==> src/hdl/ccs_regs.vh <==
// Overview of operation
// - Supply power-on reset holds registers at defaults for about 14 ms.
// - DSP may run as soon as PLL reports lock, no extra wait.
// - PLL lock takes about 2.4 to 3.5 ms; host waits before using it.
// - PLL reference input accepted anywhere from 8 MHz to 27 MHz.
// - Converters, PLL and DSP core each switch on and off under control.
// - Converter filters select 64x or 128x oversampling, 128x by default.
// - In PLL bypass the core clock comes straight from the master clock.
// - Bypass master clock may be 256, 512, 768 or 1024 times base rate.
// - Core clock stays stopped after reset until the enable bit is set.
// - Base rate follows input clock, further scaled to give 8 to 96 kHz.
`ifndef CCS_REGS_VH
`define CCS_REGS_VH

// ==========================================================
// Register map
`define CCS_ADDR_CLK_CTRL     16'h4000
`define CCS_ADDR_DSP_RATE     16'h40EB
`define CCS_CLK_CTRL_RESET    8'h00
`define CCS_DSP_RATE_RESET    8'h00
`define CCS_DSP_RATE_MASK     8'h0F
`define CCS_UNMAPPED_DATA     8'h00

// ==========================================================
// clock_control fields
`define CCS_BIT_CORE_EN       0
`define CCS_BIT_RATIO_LO      1
`define CCS_BIT_RATIO_HI      2
`define CCS_BIT_PLL_SRC       3
`define CCS_BIT_PLL_LOCK      7
`define CCS_CLK_CTRL_WMASK    8'h0F

// ==========================================================
// Timing
`define CCS_CLK_MHZ           200
`define CCS_POR_TIME_MS       14
`define CCS_POR_CYCLES        (`CCS_POR_TIME_MS * 1000 * `CCS_CLK_MHZ)
`define CCS_REF_WIN_US        1
`define CCS_REF_WIN_CYCLES    (`CCS_REF_WIN_US * `CCS_CLK_MHZ)
`define CCS_REF_MIN_MHZ       8
`define CCS_REF_MAX_MHZ       27
`define CCS_RATIO_UNIT        256
`define CCS_PLL_RATIO         1024

`endif

==> src/hdl/ccs_por_timer.v <==
`include "ccs_regs.vh"

// ==========================================================
// Power-on hold timer
module ccs_por_timer #(
    parameter CYCLES = `CCS_POR_CYCLES,
    parameter WIDTH  = 22
) (
    input  wire clk,          // System clock
    input  wire rst_b,        // Async reset, active low
    input  wire supplyOk,     // Synchronised supply-good level
    output reg  porBusy       // High while reset is held
);
    localparam integer     LAST_INT = CYCLES - 1;
    localparam [WIDTH-1:0] LAST     = LAST_INT[WIDTH-1:0];

    reg [WIDTH-1:0] count_reg;

    always @(posedge clk or negedge rst_b) begin
        if (!rst_b) begin
            count_reg <= {WIDTH{1'b0}};
            porBusy   <= 1'b1;
        end else if (!supplyOk) begin
            // Any supply dip restarts the full hold
            count_reg <= {WIDTH{1'b0}};
            porBusy   <= 1'b1;
        end else if (porBusy) begin
            if (count_reg == LAST) begin
                porBusy <= 1'b0;
            end else begin
                count_reg <= count_reg + {{(WIDTH-1){1'b0}}, 1'b1};
            end
        end
    end
endmodule // ccs_por_timer

==> src/hdl/ccs_clock_startup.v <==
`include "ccs_regs.vh"

// ==========================================================
// Startup, power gating and core clock control
module ccs_clock_startup #(
    parameter POR_CYCLES = `CCS_POR_CYCLES,
    parameter POR_WIDTH  = 22,
    parameter FS_WIDTH   = 11
) (
    input  wire       clk,            // System clock, 200 MHz
    input  wire       rst_b,          // Async reset, active low
    input  wire       coreSupplyGood, // Core supply node monitor pin
    input  wire       mclkPin,        // Master clock pin
    input  wire       pllClkPin,      // PLL synthesised clock
    input  wire       pllLockPin,     // PLL lock indication
    input  wire [15:0] regAddr,       // Register address
    input  wire [7:0] regWrData,      // Register write data
    input  wire       regWrEn,        // Register write strobe
    input  wire       regRdEn,        // Register read strobe
    input  wire       adcPowerReq,    // ADC power request
    input  wire       dacPowerReq,    // DAC power request
    input  wire       pllPowerReq,    // PLL power request
    input  wire       dspPowerReq,    // DSP core power request
    input  wire       adcOsr64Req,    // ADC filter 64x when high
    input  wire       dacOsr64Req,    // DAC filter 64x when high
    input  wire [2:0] rateDivSel,     // Base rate divide minus one
    output reg  [7:0] regRdData,      // Register read data
    output reg        porActive,      // Internal reset held
    output reg        coreClkGate,    // Core clock gate enable
    output reg        coreClkSelPll,  // Core clock source is PLL
    output reg        coreClkOut,     // Gated core clock level
    output reg        adcPowerOn,     // ADC powered
    output reg        dacPowerOn,     // DAC powered
    output reg        pllPowerOn,     // PLL powered
    output reg        dspRun,         // DSP core running
    output reg        adcOsr64,       // ADC filter 64x
    output reg        dacOsr64,       // DAC filter 64x
    output reg  [3:0] dspRateField,   // DSP sample-rate field
    output reg        pllLocked,      // Synchronised lock status
    output reg        refInRange,     // Reference within 8..27 MHz
    output reg        fsTick          // One pulse per converter sample
);
    // ======================================================
    // Pin synchronisers
    reg supMeta_reg, supSync_reg;
    reg mclkMeta_reg, mclkSync_reg, mclkPrev_reg;
    reg pllcMeta_reg, pllcSync_reg, pllcPrev_reg;
    reg lockMeta_reg, lockSync_reg;

    always @(posedge clk or negedge rst_b) begin
        if (!rst_b) begin
            supMeta_reg  <= 1'b0;
            supSync_reg  <= 1'b0;
            mclkMeta_reg <= 1'b0;
            mclkSync_reg <= 1'b0;
            mclkPrev_reg <= 1'b0;
            pllcMeta_reg <= 1'b0;
            pllcSync_reg <= 1'b0;
            pllcPrev_reg <= 1'b0;
            lockMeta_reg <= 1'b0;
            lockSync_reg <= 1'b0;
        end else begin
            supMeta_reg  <= coreSupplyGood;
            supSync_reg  <= supMeta_reg;
            mclkMeta_reg <= mclkPin;
            mclkSync_reg <= mclkMeta_reg;
            mclkPrev_reg <= mclkSync_reg;
            pllcMeta_reg <= pllClkPin;
            pllcSync_reg <= pllcMeta_reg;
            pllcPrev_reg <= pllcSync_reg;
            lockMeta_reg <= pllLockPin;
            lockSync_reg <= lockMeta_reg;
        end
    end

    wire mclkRise = mclkSync_reg & ~mclkPrev_reg;
    wire pllRise  = pllcSync_reg & ~pllcPrev_reg;

    // ======================================================
    // Power-on reset
    wire porBusy;

    ccs_por_timer #(
        .CYCLES (POR_CYCLES),
        .WIDTH  (POR_WIDTH)
    ) u_por (
        .clk      (clk),
        .rst_b    (rst_b),
        .supplyOk (supSync_reg),
        .porBusy  (porBusy)
    );

    // ======================================================
    // Registers
    reg [7:0] clkCtrl_reg;
    reg [7:0] dspRate_reg;

    wire hitClk  = (regAddr == `CCS_ADDR_CLK_CTRL);
    wire hitDsp  = (regAddr == `CCS_ADDR_DSP_RATE);
    wire coreEn  = clkCtrl_reg[`CCS_BIT_CORE_EN];
    wire pllSrc  = clkCtrl_reg[`CCS_BIT_PLL_SRC];
    wire [1:0] ratio = clkCtrl_reg[`CCS_BIT_RATIO_HI:`CCS_BIT_RATIO_LO];

    always @(posedge clk or negedge rst_b) begin
        if (!rst_b) begin
            clkCtrl_reg <= `CCS_CLK_CTRL_RESET;
            dspRate_reg <= `CCS_DSP_RATE_RESET;
        end else if (porBusy) begin
            // Writes during the hold are lost
            clkCtrl_reg <= `CCS_CLK_CTRL_RESET;
            dspRate_reg <= `CCS_DSP_RATE_RESET;
        end else if (regWrEn) begin
            if (hitClk) begin
                // Ratio must match the real clock in bypass
                clkCtrl_reg <= regWrData & `CCS_CLK_CTRL_WMASK;
            end
            if (hitDsp) begin
                // Host lowers this for slow bypass clocks
                dspRate_reg <= regWrData & `CCS_DSP_RATE_MASK;
            end
        end
    end

    always @(posedge clk or negedge rst_b) begin
        if (!rst_b) begin
            regRdData <= 8'h00;
        end else if (regRdEn) begin
            if (hitClk) begin
                regRdData <= {pllLocked, 3'b000, clkCtrl_reg[3:0]};
            end else if (hitDsp) begin
                regRdData <= dspRate_reg;
            end else begin
                regRdData <= `CCS_UNMAPPED_DATA;
            end
        end
    end

    // ======================================================
    // Reference frequency check
    localparam integer WIN_INT  = `CCS_REF_WIN_CYCLES - 1;
    localparam integer MIN_INT  = `CCS_REF_MIN_MHZ * `CCS_REF_WIN_US;
    localparam integer MAX_INT  = `CCS_REF_MAX_MHZ * `CCS_REF_WIN_US;
    localparam [7:0]   WIN_LAST = WIN_INT[7:0];
    localparam [5:0]   REF_MIN  = MIN_INT[5:0];
    localparam [5:0]   REF_MAX  = MAX_INT[5:0];

    reg [7:0] win_reg;
    reg [5:0] edges_reg;

    always @(posedge clk or negedge rst_b) begin
        if (!rst_b) begin
            win_reg    <= 8'h00;
            edges_reg  <= 6'h00;
            refInRange <= 1'b0;
        end else if (win_reg == WIN_LAST) begin
            win_reg    <= 8'h00;
            edges_reg  <= 6'h00;
            refInRange <= (edges_reg >= REF_MIN) &&
                          (edges_reg <= REF_MAX);
        end else begin
            win_reg <= win_reg + 8'h01;
            if (mclkRise && edges_reg != 6'h3F) begin
                edges_reg <= edges_reg + 6'h01;
            end
        end
    end

    // ======================================================
    // Core clock, power and filter control
    wire srcReady = pllSrc ? (lockSync_reg & pllPowerReq) : 1'b1;
    wire gateNext = coreEn & srcReady & ~porBusy;
    wire srcLevel = pllSrc ? pllcSync_reg : mclkSync_reg;

    always @(posedge clk or negedge rst_b) begin
        if (!rst_b) begin
            porActive     <= 1'b1;
            coreClkGate   <= 1'b0;
            coreClkSelPll <= 1'b0;
            coreClkOut    <= 1'b0;
            adcPowerOn    <= 1'b0;
            dacPowerOn    <= 1'b0;
            pllPowerOn    <= 1'b0;
            dspRun        <= 1'b0;
            adcOsr64      <= 1'b0;
            dacOsr64      <= 1'b0;
            dspRateField  <= 4'h0;
            pllLocked     <= 1'b0;
        end else begin
            porActive     <= porBusy;
            // Gate also waits for lock as a safety net
            coreClkGate   <= gateNext;
            coreClkSelPll <= pllSrc;
            coreClkOut    <= gateNext & srcLevel;
            adcPowerOn    <= adcPowerReq & ~porBusy;
            dacPowerOn    <= dacPowerReq & ~porBusy;
            pllPowerOn    <= pllPowerReq & ~porBusy;
            // No wait beyond lock itself
            dspRun        <= dspPowerReq & gateNext;
            adcOsr64      <= adcOsr64Req & ~porBusy;
            dacOsr64      <= dacOsr64Req & ~porBusy;
            dspRateField  <= dspRate_reg[3:0];
            // Lock is only trusted while the PLL is powered
            pllLocked     <= lockSync_reg & pllPowerReq;
        end
    end

    // ======================================================
    // Base rate and converter sample tick
    localparam integer        UNIT_INT = `CCS_RATIO_UNIT;
    localparam integer        PLLR_INT = `CCS_PLL_RATIO;
    localparam [FS_WIDTH-1:0] UNIT     = UNIT_INT[FS_WIDTH-1:0];
    localparam [FS_WIDTH-1:0] PLLR     = PLLR_INT[FS_WIDTH-1:0];

    reg [FS_WIDTH-1:0] fsCnt_reg;
    reg [2:0]          scaleCnt_reg;
    reg [FS_WIDTH-1:0] fsLast;

    always @* begin
        if (pllSrc) begin
            fsLast = PLLR - {{(FS_WIDTH-1){1'b0}}, 1'b1};
        end else begin
            // 256, 512, 768 or 1024 source edges per base-rate period
            fsLast = UNIT * {{(FS_WIDTH-2){1'b0}}, ratio}
                     + UNIT - {{(FS_WIDTH-1){1'b0}}, 1'b1};
        end
    end

    wire srcRise = pllSrc ? pllRise : mclkRise;

    always @(posedge clk or negedge rst_b) begin
        if (!rst_b) begin
            fsCnt_reg    <= {FS_WIDTH{1'b0}};
            scaleCnt_reg <= 3'h0;
            fsTick       <= 1'b0;
        end else if (!gateNext) begin
            // Counters restart cleanly when the clock returns
            fsCnt_reg    <= {FS_WIDTH{1'b0}};
            scaleCnt_reg <= 3'h0;
            fsTick       <= 1'b0;
        end else begin
            fsTick <= 1'b0;
            if (srcRise) begin
                if (fsCnt_reg >= fsLast) begin
                    fsCnt_reg <= {FS_WIDTH{1'b0}};
                    if (scaleCnt_reg >= rateDivSel) begin
                        scaleCnt_reg <= 3'h0;
                        fsTick       <= 1'b1;
                    end else begin
                        scaleCnt_reg <= scaleCnt_reg + 3'h1;
                    end
                end else begin
                    fsCnt_reg <= fsCnt_reg + {{(FS_WIDTH-1){1'b0}}, 1'b1};
                end
            end
        end
    end
endmodule // ccs_clock_startup

==> config.mk <==
export PLATFORM = sky130hd
export DESIGN_NAME = ccs_clock_startup
export DESIGN_NICKNAME = d
export VERILOG_FILES = /design/src/hdl/ccs_por_timer.v /design/src/hdl/ccs_clock_startup.v
export VERILOG_INCLUDE_DIRS = /design/src /design/src/hdl
export SDC_FILE = /design/constraint.sdc
export NUM_CORES = 1
export LEC_CHECK = 0
export BUFFER_PORTS_ARGS = -buffer_cell sky130_fd_sc_hd__buf_4
export CORE_UTILIZATION = 45
export DETAILED_ROUTE_END_ITERATION = 7
export GPL_ROUTABILITY_DRIVEN = 1
export PLACE_DENSITY_LB_ADDON = 0.15
export SYNTH_ARGS = -nofsm -noshare
export SYNTH_HDL_FRONTEND = slang
export SYNTH_HIERARCHICAL = 1
export SYNTH_SLANG_ARGS = --single-unit
==> constraint.sdc <==
create_clock -name clk -period 2.8 [get_ports clk]
set_input_delay 0.14 -clock clk [delete_from_list [all_inputs] [get_ports clk]]
set_output_delay 0.14 -clock clk [all_outputs]
set_load 0.1 [all_outputs]
==> metrics.md, run 1 <==
| Metric | Value |
|---|---|
| Status | finished, final reports clean |
| Final Hold Fails | 0 |
| Met1 WL | 4.13 mm |
| Register area share after synthesis | 52.0% |
| Worst setup EP type | flip-flop |
| Syn Area/Cell | 10.6 µm² |
| Placed cell areas | 4950 µm² |
| Max layer used | met4 |
| Max Cap Violations | 0 |
| P_leak | 2.29 nW |
| Post-CTS setup buffer count | 0 |
| Post-layout min period | 2.38 ns |
| Slew headroom | 46.3% |
| Io pins | 66 |
| Vias in the first global route | 3345 |
| CTS tree | built |
| H-tree levels | 3 |
| Worst path required time | 3.06 ns |
| Startpoint Class | flip-flop |
| Hold WS | 0.0211 ns |
| Pin count of the biggest net entering global routing | 53 |
| Die Span X | 101 µm |
| Synth Cell Area | 4390 µm² |
| Gate Count Post-Synth | 414 |
| Critical path arrival | 2.65 ns |
| Remaining routing DRC violations | 0 |
| Aggregate global-route resource usage | 19.4% |
| Rows | 35 |
| Met2 Wirelength | 4.21 mm |
| Yosys warning count | 6 |
| Max-slew violation count | 0 |
| Area grow syn2layout | 19.3% |
| Global-route wire length before repair | 15.5 mm |
| Worst vdd ir | 0.000231 V |
| CTS root buf | clkbuf_8 |
| Worst-Margin Slew | 0.804 ns |
| Number of DRC markers in iteration 0 | 129 |
| Fmax | 0.419 GHz |
| Port bufs | 58 |
| Setup Skew | 0.0112 ns |
| Netlist cell types | 67 |
| RSZ-0062 raised after global routing | false |
| Die area | 10100 µm² |
| Drt first pass iters | 4 |
| Remaining antenna violation count after routing | 0 |
| PwrDens | 481 nW/µm² |
| # diodes | 0 |
| Layout cells sized above 1 | 20.3% |
| CORE AREA | 9330 µm² |
| Clock sink total | 91 |
| Metal3 WL | 254 µm |
| Post-layout util | 56.1% |
| Clock tree buffer depth | 2 |
| Worst Setup Path Type | reg -> reg |
| Fin Setup TNS | 0 ns |
| Clock slew at reported path FFs | 0.10 ns |
| Die H | 101 µm |
| Setup Viol. Count Final | 0 |
| Final period util | 85.1% |
| Max reg flops | 22 |
| Hold Path Class | in -> reg |
| WHS Path Cells | 2 |
| Gr ovfl total | 0 |
| #FFs+latches synth | 91 |
| Fillers | 854 |
| Post-Route WL | 8.72 mm |
| GPL Wtd Cong | 0.812 |
| Mean number of vias per cell | 5.37 |
| Worst-Skew Late Latency | 0.37 ns |
| Top_reg_cell synth | dfrtp_1 |
| Initial core utilization | 47.0% |
| Initial antenna violation count | 0 |
| Asr flop ratio synth | 100% |
| Routed len/inst | 14.0 µm |
| HPWL Detailed | 6.16 mm |
| Post-synth EDFFs | 0 |
| Post-layout instance area | 5230 µm² |
| DR vias | 3333 |
| CTS Buf Count | 9 |
| Max FO, Critical Path | 9 |
| Reg2Reg Depth | 6 |
| Fin nets | 539 |
## area by class of cell
cell class | instances | area, µm² | share of cell area, %
Sequential cell | 91 | 2280 | 43.6
Multi-Input combinational cell | 295 | 1970 | 37.6
Timing Repair Buffer | 73 | 573 | 11.0
Tap cell | 129 | 161 | 3.09
Clock buffer | 9 | 124 | 2.37
Inverter | 17 | 63.8 | 1.22
Clock inverter | 7 | 60.1 | 1.15
## cell usage in the layout (no fill, tap or decap), types with 5 or more instances in the layout
cell	Yosys	routed
xor2_1	11	11
o211ai_1	6	6
and4_1	5	5
and2_1	7	7
nor2_1	28	28
nor3_1	5	5
a21oi_1	25	25
and3_1	7	7
nor4_1	8	8
clkbuf_8	0	9
dlygate4sd3_1	0	10
nand2b_1	5	5
nand4_1	13	13
or3_1	5	5
xnor2_1	7	7
ha_1	11	11
or4_1	9	9
inv_1	16	16
dfrtp_1	89	89
nor2b_1	8	8
o31ai_1	7	7
nand3_1	24	24
o21ai_0	21	21
or2_2	5	5
buf_4	4	63
nand2_1	23	23
## cell families (layout without fill, tap and decap cells)
logic type,count (synthesis),in the layout,synth area share (%)
buffers and inverters,30,106,3.28
adder cells (fa/ha/maj),11,11,3.14
other,1,3,0.0855
flip-flops,91,91,52.0
multiplexers,6,6,1.51
AND/OR/NAND/NOR,171,171,23.3
AO/OA/AOI/OAI,86,86,13.1
XOR/XNOR,18,18,3.59
## per-layer routing
metal / up-vias / GRT usage (%)
li1: 1667 / -
met3: 10 / 4.72
met1: 1608 / 25.3
met2: 48 / 32.3
met4: 0 / 5.57
met5: - / 0
## path summary, 6_finish.rpt
check / start / to / slack (ns)
max in group asynchronous: rst_b / u_por/porBusy$_DFF_PN1_ / 1.66
max: clkCtrl_reg[3]$_DFFE_PN0P_ / scaleCnt_reg[1]$_DFFE_PN0P_ / 0.42
max reg2reg: clkCtrl_reg[3]$_DFFE_PN0P_ / scaleCnt_reg[1]$_DFFE_PN0P_ / 0.42
min in group asynchronous: rst_b / fsCnt_reg[6]$_DFFE_PN0P_ / 0.33
min reg2reg: lockMeta_reg$_DFF_PN0_ / lockSync_reg$_DFF_PN0_ / 0.35
min: pllPowerReq / pllLocked$_DFF_PN0_ / 0.02
## critical path, stage by stage (launching register included)
cell     delay (ns)
dfrtp_1        0.51
nor2_1         0.08
ha_1           0.32
nand4_1        0.12
or4_1          0.66
a31oi_4        0.28
mux2_4         0.32
## timing repair
item                      CTS  global route
hold endpoints to repair   58             0
resized for setup           0             0
hold buffers               10             0
## through the flow
step | total power [mW] | setup WS (ns) | std cells
2_1_floorplan | 1.58 | 0.534 | 416
3_3_place_gp | 1.68 | 0.415 | 595
3_5_place_dp | 1.69 | 0.398 | 595
4_1_cts | 2.56 | 0.394 | 621
5_1_grt | 2.64 | 0.293 | 621
6_report | 2.51 | 0.416 | 621
## where the power goes
group / leakage (nW) / switching [mW] / internal [mW]
clock: 0.0897 / 0.507 / 0.338
combinational: 0.986 / 0.136 / 0.114
sequential: 1.21 / 0.0549 / 1.36
## cell usage after synthesis (all sizes together), types with 4 or more instances
cell type / instances / area share [%]
dfrtp: 89 / 51
nor2: 28 / 2.4
nand3: 26 / 3.4
a21oi: 25 / 2.9
nand2: 23 / 2.0
o21ai: 22 / 2.6
inv: 17 / 1.5
nand4: 14 / 2.1
ha: 11 / 3.1
xor2: 11 / 2.2
nor4: 9 / 1.6
or4: 9 / 1.5
and2: 8 / 1.1
and3: 8 / 1.2
nor2b: 8 / 1.1
buf: 7 / 1.3
o211ai: 7 / 1.3
o31ai: 7 / 1.2
xnor2: 7 / 1.4
clkbuf: 6 / 0.51
and4: 5 / 1.0
nand2b: 5 / 0.71
nor3: 5 / 0.57
or2: 5 / 0.71
or3: 5 / 0.71
a221o: 4 / 0.91
mux2i: 4 / 0.91
No activity file was read; power rests on OpenSTA's default activity.
==> inputs of run 2 (changes only) <==
Settings changed: CORE_UTILIZATION 45 to 49.
==> run 2 against run 1 <==
Compared with the run above: total power is 3.4% higher; non-clock buffer count is 2 higher; worst setup slack better by 0.022 ns; clock skew is 0.0028 ns lower; count of clock-buffer cells in the layout is 1 higher; routed wire length is 1.5% higher; via count is 2.1% higher; critical path type unchanged; critical endpoint unchanged; highest routed layer unchanged.
==> metrics.md, run 2 (same netlist as run 1, synthesis figures left out) <==
| Metric | Value |
|---|---|
| Status | finished, final reports clean (unchanged) |
| Aggregate global-route resource usage | 20.3% (was 19.4%) |
| Post-layout min period | 2.36 ns (was 2.38 ns) |
| Mean number of vias per cell | 5.65 (was 5.37) |
| Drt first pass iters | 4 (unchanged) |
| Worst-Margin Slew | 0.807 ns (was 0.804 ns) |
| # diodes | 0 (unchanged) |
| Worst path required time | 3.06 ns (about the same) |
| Commonest cells after routing, fill and taps aside | dfrtp_1 (89), buf_4 (65), nor2_1 (28), a21oi_1 (25), nand3_1 (24) (was dfrtp_1 (89), buf_4 (63), nor2_1 (28), a21oi_1 (25), nand3_1 (24)) |
| CORE AREA | 8680 µm² (was 9330 µm²) |
| Max-slew violation count | 0 (unchanged) |
| Hold worst-path end | pllLocked$_DFF_PN0_ (unchanged) |
| Worst-Skew Late Latency | 0.36 ns (was 0.37 ns) |
| Setup Skew | 0.00835 ns (was 0.0112 ns) |
| Layout cells sized above 1 | 20.6% (was 20.3%) |
| Port bufs | 58 (unchanged) |
| Die H | 96.6 µm (was 101 µm) |
| Worst setup EP type | flip-flop (unchanged) |
| Final period util | 84.4% (was 85.1%) |
| Area grow syn2layout | 19.6% (was 19.3%) |
| CTS tree | built (unchanged) |
| Slew headroom | 46.1% (was 46.3%) |
| CTS root buf | clkbuf_8 (unchanged) |
| FF-to-FF setup slack | 0.44 ns (was 0.42 ns) |
| Die Span X | 96.6 µm (was 101 µm) |
| Die area | 9330 µm² (was 10100 µm²) |
| Fin Setup TNS | 0 ns (unchanged) |
| WHS Path Cells | 2 (unchanged) |
| Reg2reg start | clkCtrl_reg[2]$_DFFE_PN0P_ (was clkCtrl_reg[3]$_DFFE_PN0P_) |
| CTS Buf Count | 9 (unchanged) |
| Gr ovfl total | 0 (unchanged) |
| Initial core utilization | 50.5% (was 47.0%) |
| GPL Wtd Cong | 0.801 (was 0.812) |
| DR vias | 3402 (was 3333) |
| Critical path arrival | 2.62 ns (was 2.65 ns) |
| Routed len/inst | 14.7 µm (was 14.0 µm) |
| Remaining antenna violation count after routing | 0 (unchanged) |
| Reg2Reg Depth | 6 (unchanged) |
| Reg2reg end | scaleCnt_reg[1]$_DFFE_PN0P_ (unchanged) |
| RSZ-0062 raised after global routing | false (unchanged) |
| Fin nets | 541 (was 539) |
| Placed cell areas | 4940 µm² (was 4950 µm²) |
| Clock tree buffer depth | 2 (unchanged) |
| Initial antenna violation count | 0 (unchanged) |
| Max FO, Critical Path | 9 (unchanged) |
| Hold_sp | pllPowerReq (unchanged) |
| Fmax | 0.423 GHz (was 0.419 GHz) |
| Setup Viol. Count Final | 0 (unchanged) |
| Vias in the first global route | 3323 (was 3345) |
| Post-Route WL | 8.85 mm (was 8.72 mm) |
| Worst vdd ir | 0.000287 V (was 0.000231 V) |
| Max Cap Violations | 0 (unchanged) |
| Pin count of the biggest net entering global routing | 65 (was 53) |
| H-tree levels | 3 (unchanged) |
| Io pins | 66 (unchanged) |
| Cts repair resizes | 0 (unchanged) |
| Worst Setup Path Type | reg -> reg (unchanged) |
| Clock sink total | 91 (unchanged) |
| Final Hold Fails | 0 (unchanged) |
| Fillers | 753 (was 854) |
| PwrDens | 496 nW/µm² (was 481 nW/µm²) |
| Clock slew at reported path FFs | 0.09 ns (was 0.10 ns) |
| Most common cell after layout, fill and taps aside | dfrtp_1 (unchanged) |
| Hold Path Class | in -> reg (unchanged) |
| Number of DRC markers in iteration 0 | 97 (was 129) |
| P_leak | 2.32 nW (was 2.29 nW) |
| Post-layout instance area | 5240 µm² (was 5230 µm²) |
| Global-route wire length before repair | 15.4 mm (was 15.5 mm) |
| Max reg flops | 22 (unchanged) |
| Rows | 34 (was 35) |
| Remaining routing DRC violations | 0 (unchanged) |
| HPWL Detailed | 6.35 mm (was 6.16 mm) |
| Startpoint Class | flip-flop (unchanged) |
-- run 2: cell types whose count changed in the layout (fill, tap and decap cells not counted), sizes merged --
cell,before,now
clkbuf,9,10
clkinvlp,2,0
bufinv,0,1
buf,63,65
-- run 2: critical path, cell delays in order (launching register included) --
cell and delay [ns]:
dfrtp_1 0.38, nor2_1 0.06, ha_1 0.30, nand4_1 0.11, or4_1 0.67, a31oi_4 0.40
mux2_4 0.33
-- run 2: per-layer routing --
metal	wire length (µm)	global-route usage, %	vias to the layer above
met1	4110	27.2	1652
met3	393	4.77	12
met5	0	0	-
met4	150	7.92	0
li1	-	-	1665
met2	4200	32.0	73
-- run 2: area by class of cell --
type / instances / area (µm²) / area share (%)
Multi-Input combinational cell: 295 / 1970 / 37.6
Sequential cell: 91 / 2280 / 43.5
Timing Repair Buffer: 75 / 588 / 11.2
Inverter: 17 / 63.8 / 1.22
Clock inverter: 6 / 70.1 / 1.34
Tap cell: 108 / 135 / 2.58
Clock buffer: 10 / 138 / 2.62
-- run 2: metrics by stage --
step | setup slack, ns | cells | util [%] | hold WS, ns | power, mW
CTS | 0.434 | 602 | 60.4 | 0.00401 | 2.63
finish | 0.438 | 602 | 60.4 | 0.0158 | 2.60
global route | 0.319 | 602 | 60.4 | 0.0123 | 2.72
detailed placement | 0.446 | 576 | 56.9 | 0.250 | 1.69
global placement | 0.473 | 576 | 56.9 | 0.250 | 1.68
floorplan | 0.534 | 416 | - | -0.156 | 1.58
-- run 2: worst max-delay path by stage --
| stage | start | endpoint | slack [ns] | depth (start not counted) |
|---|---|---|---|---|
| after floorplan | clkCtrl_reg[3]$_DFFE_PN0P_ | scaleCnt_reg[1]$_DFFE_PN0P_ | 0.53 | 8 |
| after global placement | clkCtrl_reg[2]$_DFFE_PN0P_ | scaleCnt_reg[1]$_DFFE_PN0P_ | 0.47 | 6 |
| after detailed placement | clkCtrl_reg[2]$_DFFE_PN0P_ | scaleCnt_reg[1]$_DFFE_PN0P_ | 0.45 | 6 |
| after CTS | clkCtrl_reg[2]$_DFFE_PN0P_ | scaleCnt_reg[1]$_DFFE_PN0P_ | 0.43 | 6 |
| after global routing | clkCtrl_reg[2]$_DFFE_PN0P_ | scaleCnt_reg[1]$_DFFE_PN0P_ | 0.32 | 6 |
| final | clkCtrl_reg[2]$_DFFE_PN0P_ | scaleCnt_reg[1]$_DFFE_PN0P_ | 0.44 | 6 |
-- run 2: repair_timing --
item / CTS / global route
setup buffers: 0 / 0
setup endpoints to repair: 0 / 0
hold endpoints to repair: 70 / 0
hold buffers: 10 / 0
-- run 2: power by group --
part	switching, mW	internal (mW)	leakage, nW
clock network	0.481	0.447	0.108
registers	0.0541	1.36	1.21
logic	0.138	0.114	0.996
==> inputs of run 3 (changes only) <==
Clock period 2.8 ns to 2.1 ns, I/O delays scaled along.
==> run 3 against run 2 <==
Compared with the run above: design area grew 2.3%; critical path type unchanged; highest routed layer unchanged; flip-flop and latch count is the same; cell count grew 2.2%.
==> metrics.md, run 3 (same netlist as run 1, synthesis figures left out) <==
| Metric | Value |
|---|---|
| Reg2reg start | u_por/porBusy$_DFF_PN1_ (was clkCtrl_reg[2]$_DFFE_PN0P_) |
| Overall power after layout | 3.45 mW (was 2.60 mW) |
| Reg2Reg Depth | 6 (unchanged) |
| Global-route wire length before repair | 16.1 mm (was 15.4 mm) |
| Die area | 9330 µm² (unchanged) |
| Max FO, Critical Path | 8 (was 9) |
| Startpoint Class | flip-flop (unchanged) |
| Hold WS | 0.0215 ns (was 0.0158 ns) |
| Initial core utilization | 50.5% (unchanged) |
| Max reg flops | 22 (unchanged) |
| Die H | 96.6 µm (unchanged) |
| Pin count of the biggest net entering global routing | 48 (was 65) |
| Worst vdd ir | 0.000410 V (was 0.000287 V) |
| CORE AREA | 8680 µm² (unchanged) |
| Io pins | 66 (unchanged) |
| Remaining antenna violation count after routing | 0 (unchanged) |
| Worst Setup Path Type | reg -> reg (unchanged) |
| GPL Wtd Cong | 0.845 (was 0.801) |
| Drt first pass iters | 4 (unchanged) |
| Max Cap Violations | 0 (unchanged) |
| Mean number of vias per cell | 5.70 (was 5.65) |
| Post-Route WL | 9.41 mm (was 8.85 mm) |
| Port bufs | 58 (unchanged) |
| Clock slew at reported path FFs | 0.09 ns (about the same) |
| Layout cells sized above 1 | 22.9% (was 20.6%) |
| Setup Viol. Count Final | 0 (unchanged) |
| CTS root buf | clkbuf_8 (unchanged) |
| Placed cell areas | 5030 µm² (was 4940 µm²) |
| Post-layout instance area | 5370 µm² (was 5240 µm²) |
| CTS tree | built (unchanged) |
| Final Hold Fails | 0 (unchanged) |
| Storage cell area | 2280 µm² (unchanged) |
| Reg2reg end | scaleCnt_reg[0]$_DFFE_PN0P_ (was scaleCnt_reg[1]$_DFFE_PN0P_) |
| Worst-Skew Late Latency | 0.35 ns (was 0.36 ns) |
| Worst setup EP type | flip-flop (unchanged) |
| PwrDens | 643 nW/µm² (was 496 nW/µm²) |
| Critical path arrival | 2.27 ns (was 2.62 ns) |
| Status | finished, final reports clean (unchanged) |
| DR vias | 3507 (was 3402) |
| # diodes | 0 (unchanged) |
| H-tree levels | 3 (unchanged) |
| HPWL Detailed | 6.50 mm (was 6.35 mm) |
| CTS Buf Count | 9 (unchanged) |
| Routed len/inst | 15.3 µm (was 14.7 µm) |
| P_leak | 2.38 nW (was 2.32 nW) |
| Footprint of the multi-input gates | 2000 µm² (was 1970 µm²) |
| FF-to-FF setup slack | 0.11 ns (was 0.44 ns) |
| Post-layout util | 61.8% (was 60.4%) |
| Setup Skew | 0.0126 ns (was 0.00835 ns) |
| Post-CTS setup buffer count | 0 (unchanged) |
| Slew headroom | 55.3% (was 46.1%) |
| Worst path required time | 2.38 ns (was 3.06 ns) |
| Final period util | 94.6% (was 84.4%) |
| Fillers | 729 (was 753) |
| Rows | 34 (unchanged) |
| RSZ-0062 raised after global routing | false (unchanged) |
| Hold Path Class | in -> reg (unchanged) |
| Area grow syn2layout | 22.3% (was 19.6%) |
| Aggregate global-route resource usage | 20.9% (was 20.3%) |
| Clock tree buffer depth | 2 (unchanged) |
| Max-slew violation count | 0 (unchanged) |
| Die Span X | 96.6 µm (unchanged) |
| Remaining routing DRC violations | 0 (unchanged) |
| Fmax | 0.503 GHz (was 0.423 GHz) |
| Post-layout min period | 1.99 ns (was 2.36 ns) |
| Commonest cells after routing, fill and taps aside | dfrtp_1 (89), buf_4 (75), nor2_1 (28), a21oi_1 (25), nand3_1 (24) (was dfrtp_1 (89), buf_4 (65), nor2_1 (28), a21oi_1 (25), nand3_1 (24)) |
| Number of DRC markers in iteration 0 | 95 (was 97) |
| Vias in the first global route | 3520 (was 3323) |
| Clock sink total | 91 (unchanged) |
| Gr ovfl total | 0 (unchanged) |
| Fin nets | 554 (was 541) |
| Most common cell after layout, fill and taps aside | dfrtp_1 (unchanged) |
| Worst setup startpoint | u_por/porBusy$_DFF_PN1_ (was clkCtrl_reg[2]$_DFFE_PN0P_) |
| CP endpoint | scaleCnt_reg[0]$_DFFE_PN0P_ (was scaleCnt_reg[1]$_DFFE_PN0P_) |
| Initial antenna violation count | 0 (unchanged) |
| Worst-Margin Slew | 0.660 ns (was 0.807 ns) |
-- run 3: through the flow --
step	worst slack, ns	instances	TNS, ns
6_report	0.112	615	0
3_3_place_gp	0.142	587	0
3_5_place_dp	0.104	587	0
4_1_cts	0.0811	614	0
2_1_floorplan	-0.0295	416	-0.0295
5_1_grt	0.00518	615	0
-- run 3: power by group --
part	switching [mW]	leakage [nW]	internal, mW
clock	0.649	0.100	0.559
sequential	0.0754	1.21	1.82
combinational	0.189	1.07	0.158
-- run 3: worst min path at each step --
stage                 start  depth (start not counted)                         end
2_1_floorplan         rst_b                          0          adcOsr64$_DFF_PN0_
3_3_place_gp          rst_b                          1        pllPowerOn$_DFF_PN0_
3_5_place_dp          rst_b                          1        pllPowerOn$_DFF_PN0_
4_1_cts        regWrData[1]                          3  dspRate_reg[1]$_DFFE_PN0P_
5_1_grt        regWrData[0]                          3  clkCtrl_reg[0]$_DFFE_PN0P_
6_report       regWrData[1]                          3  dspRate_reg[1]$_DFFE_PN0P_
-- run 3: layer usage --
metal / vias up / GRT usage, % / wire (µm)
li1: 1692 / - / -
met1: 1724 / 28.5 / 4450
met2: 79 / 33.8 / 4510
met3: 12 / 4.19 / 323
met4: 0 / 6.66 / 121
met5: - / 0 / 0
-- run 3: critical path: stages, from the launching register on --
cell and delay, ns:
dfstp_2 0.64, nand2b_1 0.35, or2_2 0.26, inv_2 0.10
a31oi_4 0.20, buf_4 0.19, mux2i_1 0.18
-- run 3: area by class of cell --
class / instances / share of cell area, %
Timing Repair Buffer: 87 / 12.9
Inverter: 17 / 1.19
Sequential cell: 91 / 42.5
Tap cell: 108 / 2.52
Clock buffer: 9 / 2.31
Multi-Input combinational cell: 296 / 37.2
Clock inverter: 7 / 1.38
-- run 3: timing repair --
action	in CTS	in global routing
endpoints found under the hold margin	52	0
setup endpoints to repair	0	6
hold buffers	11	0
resized for setup	0	2
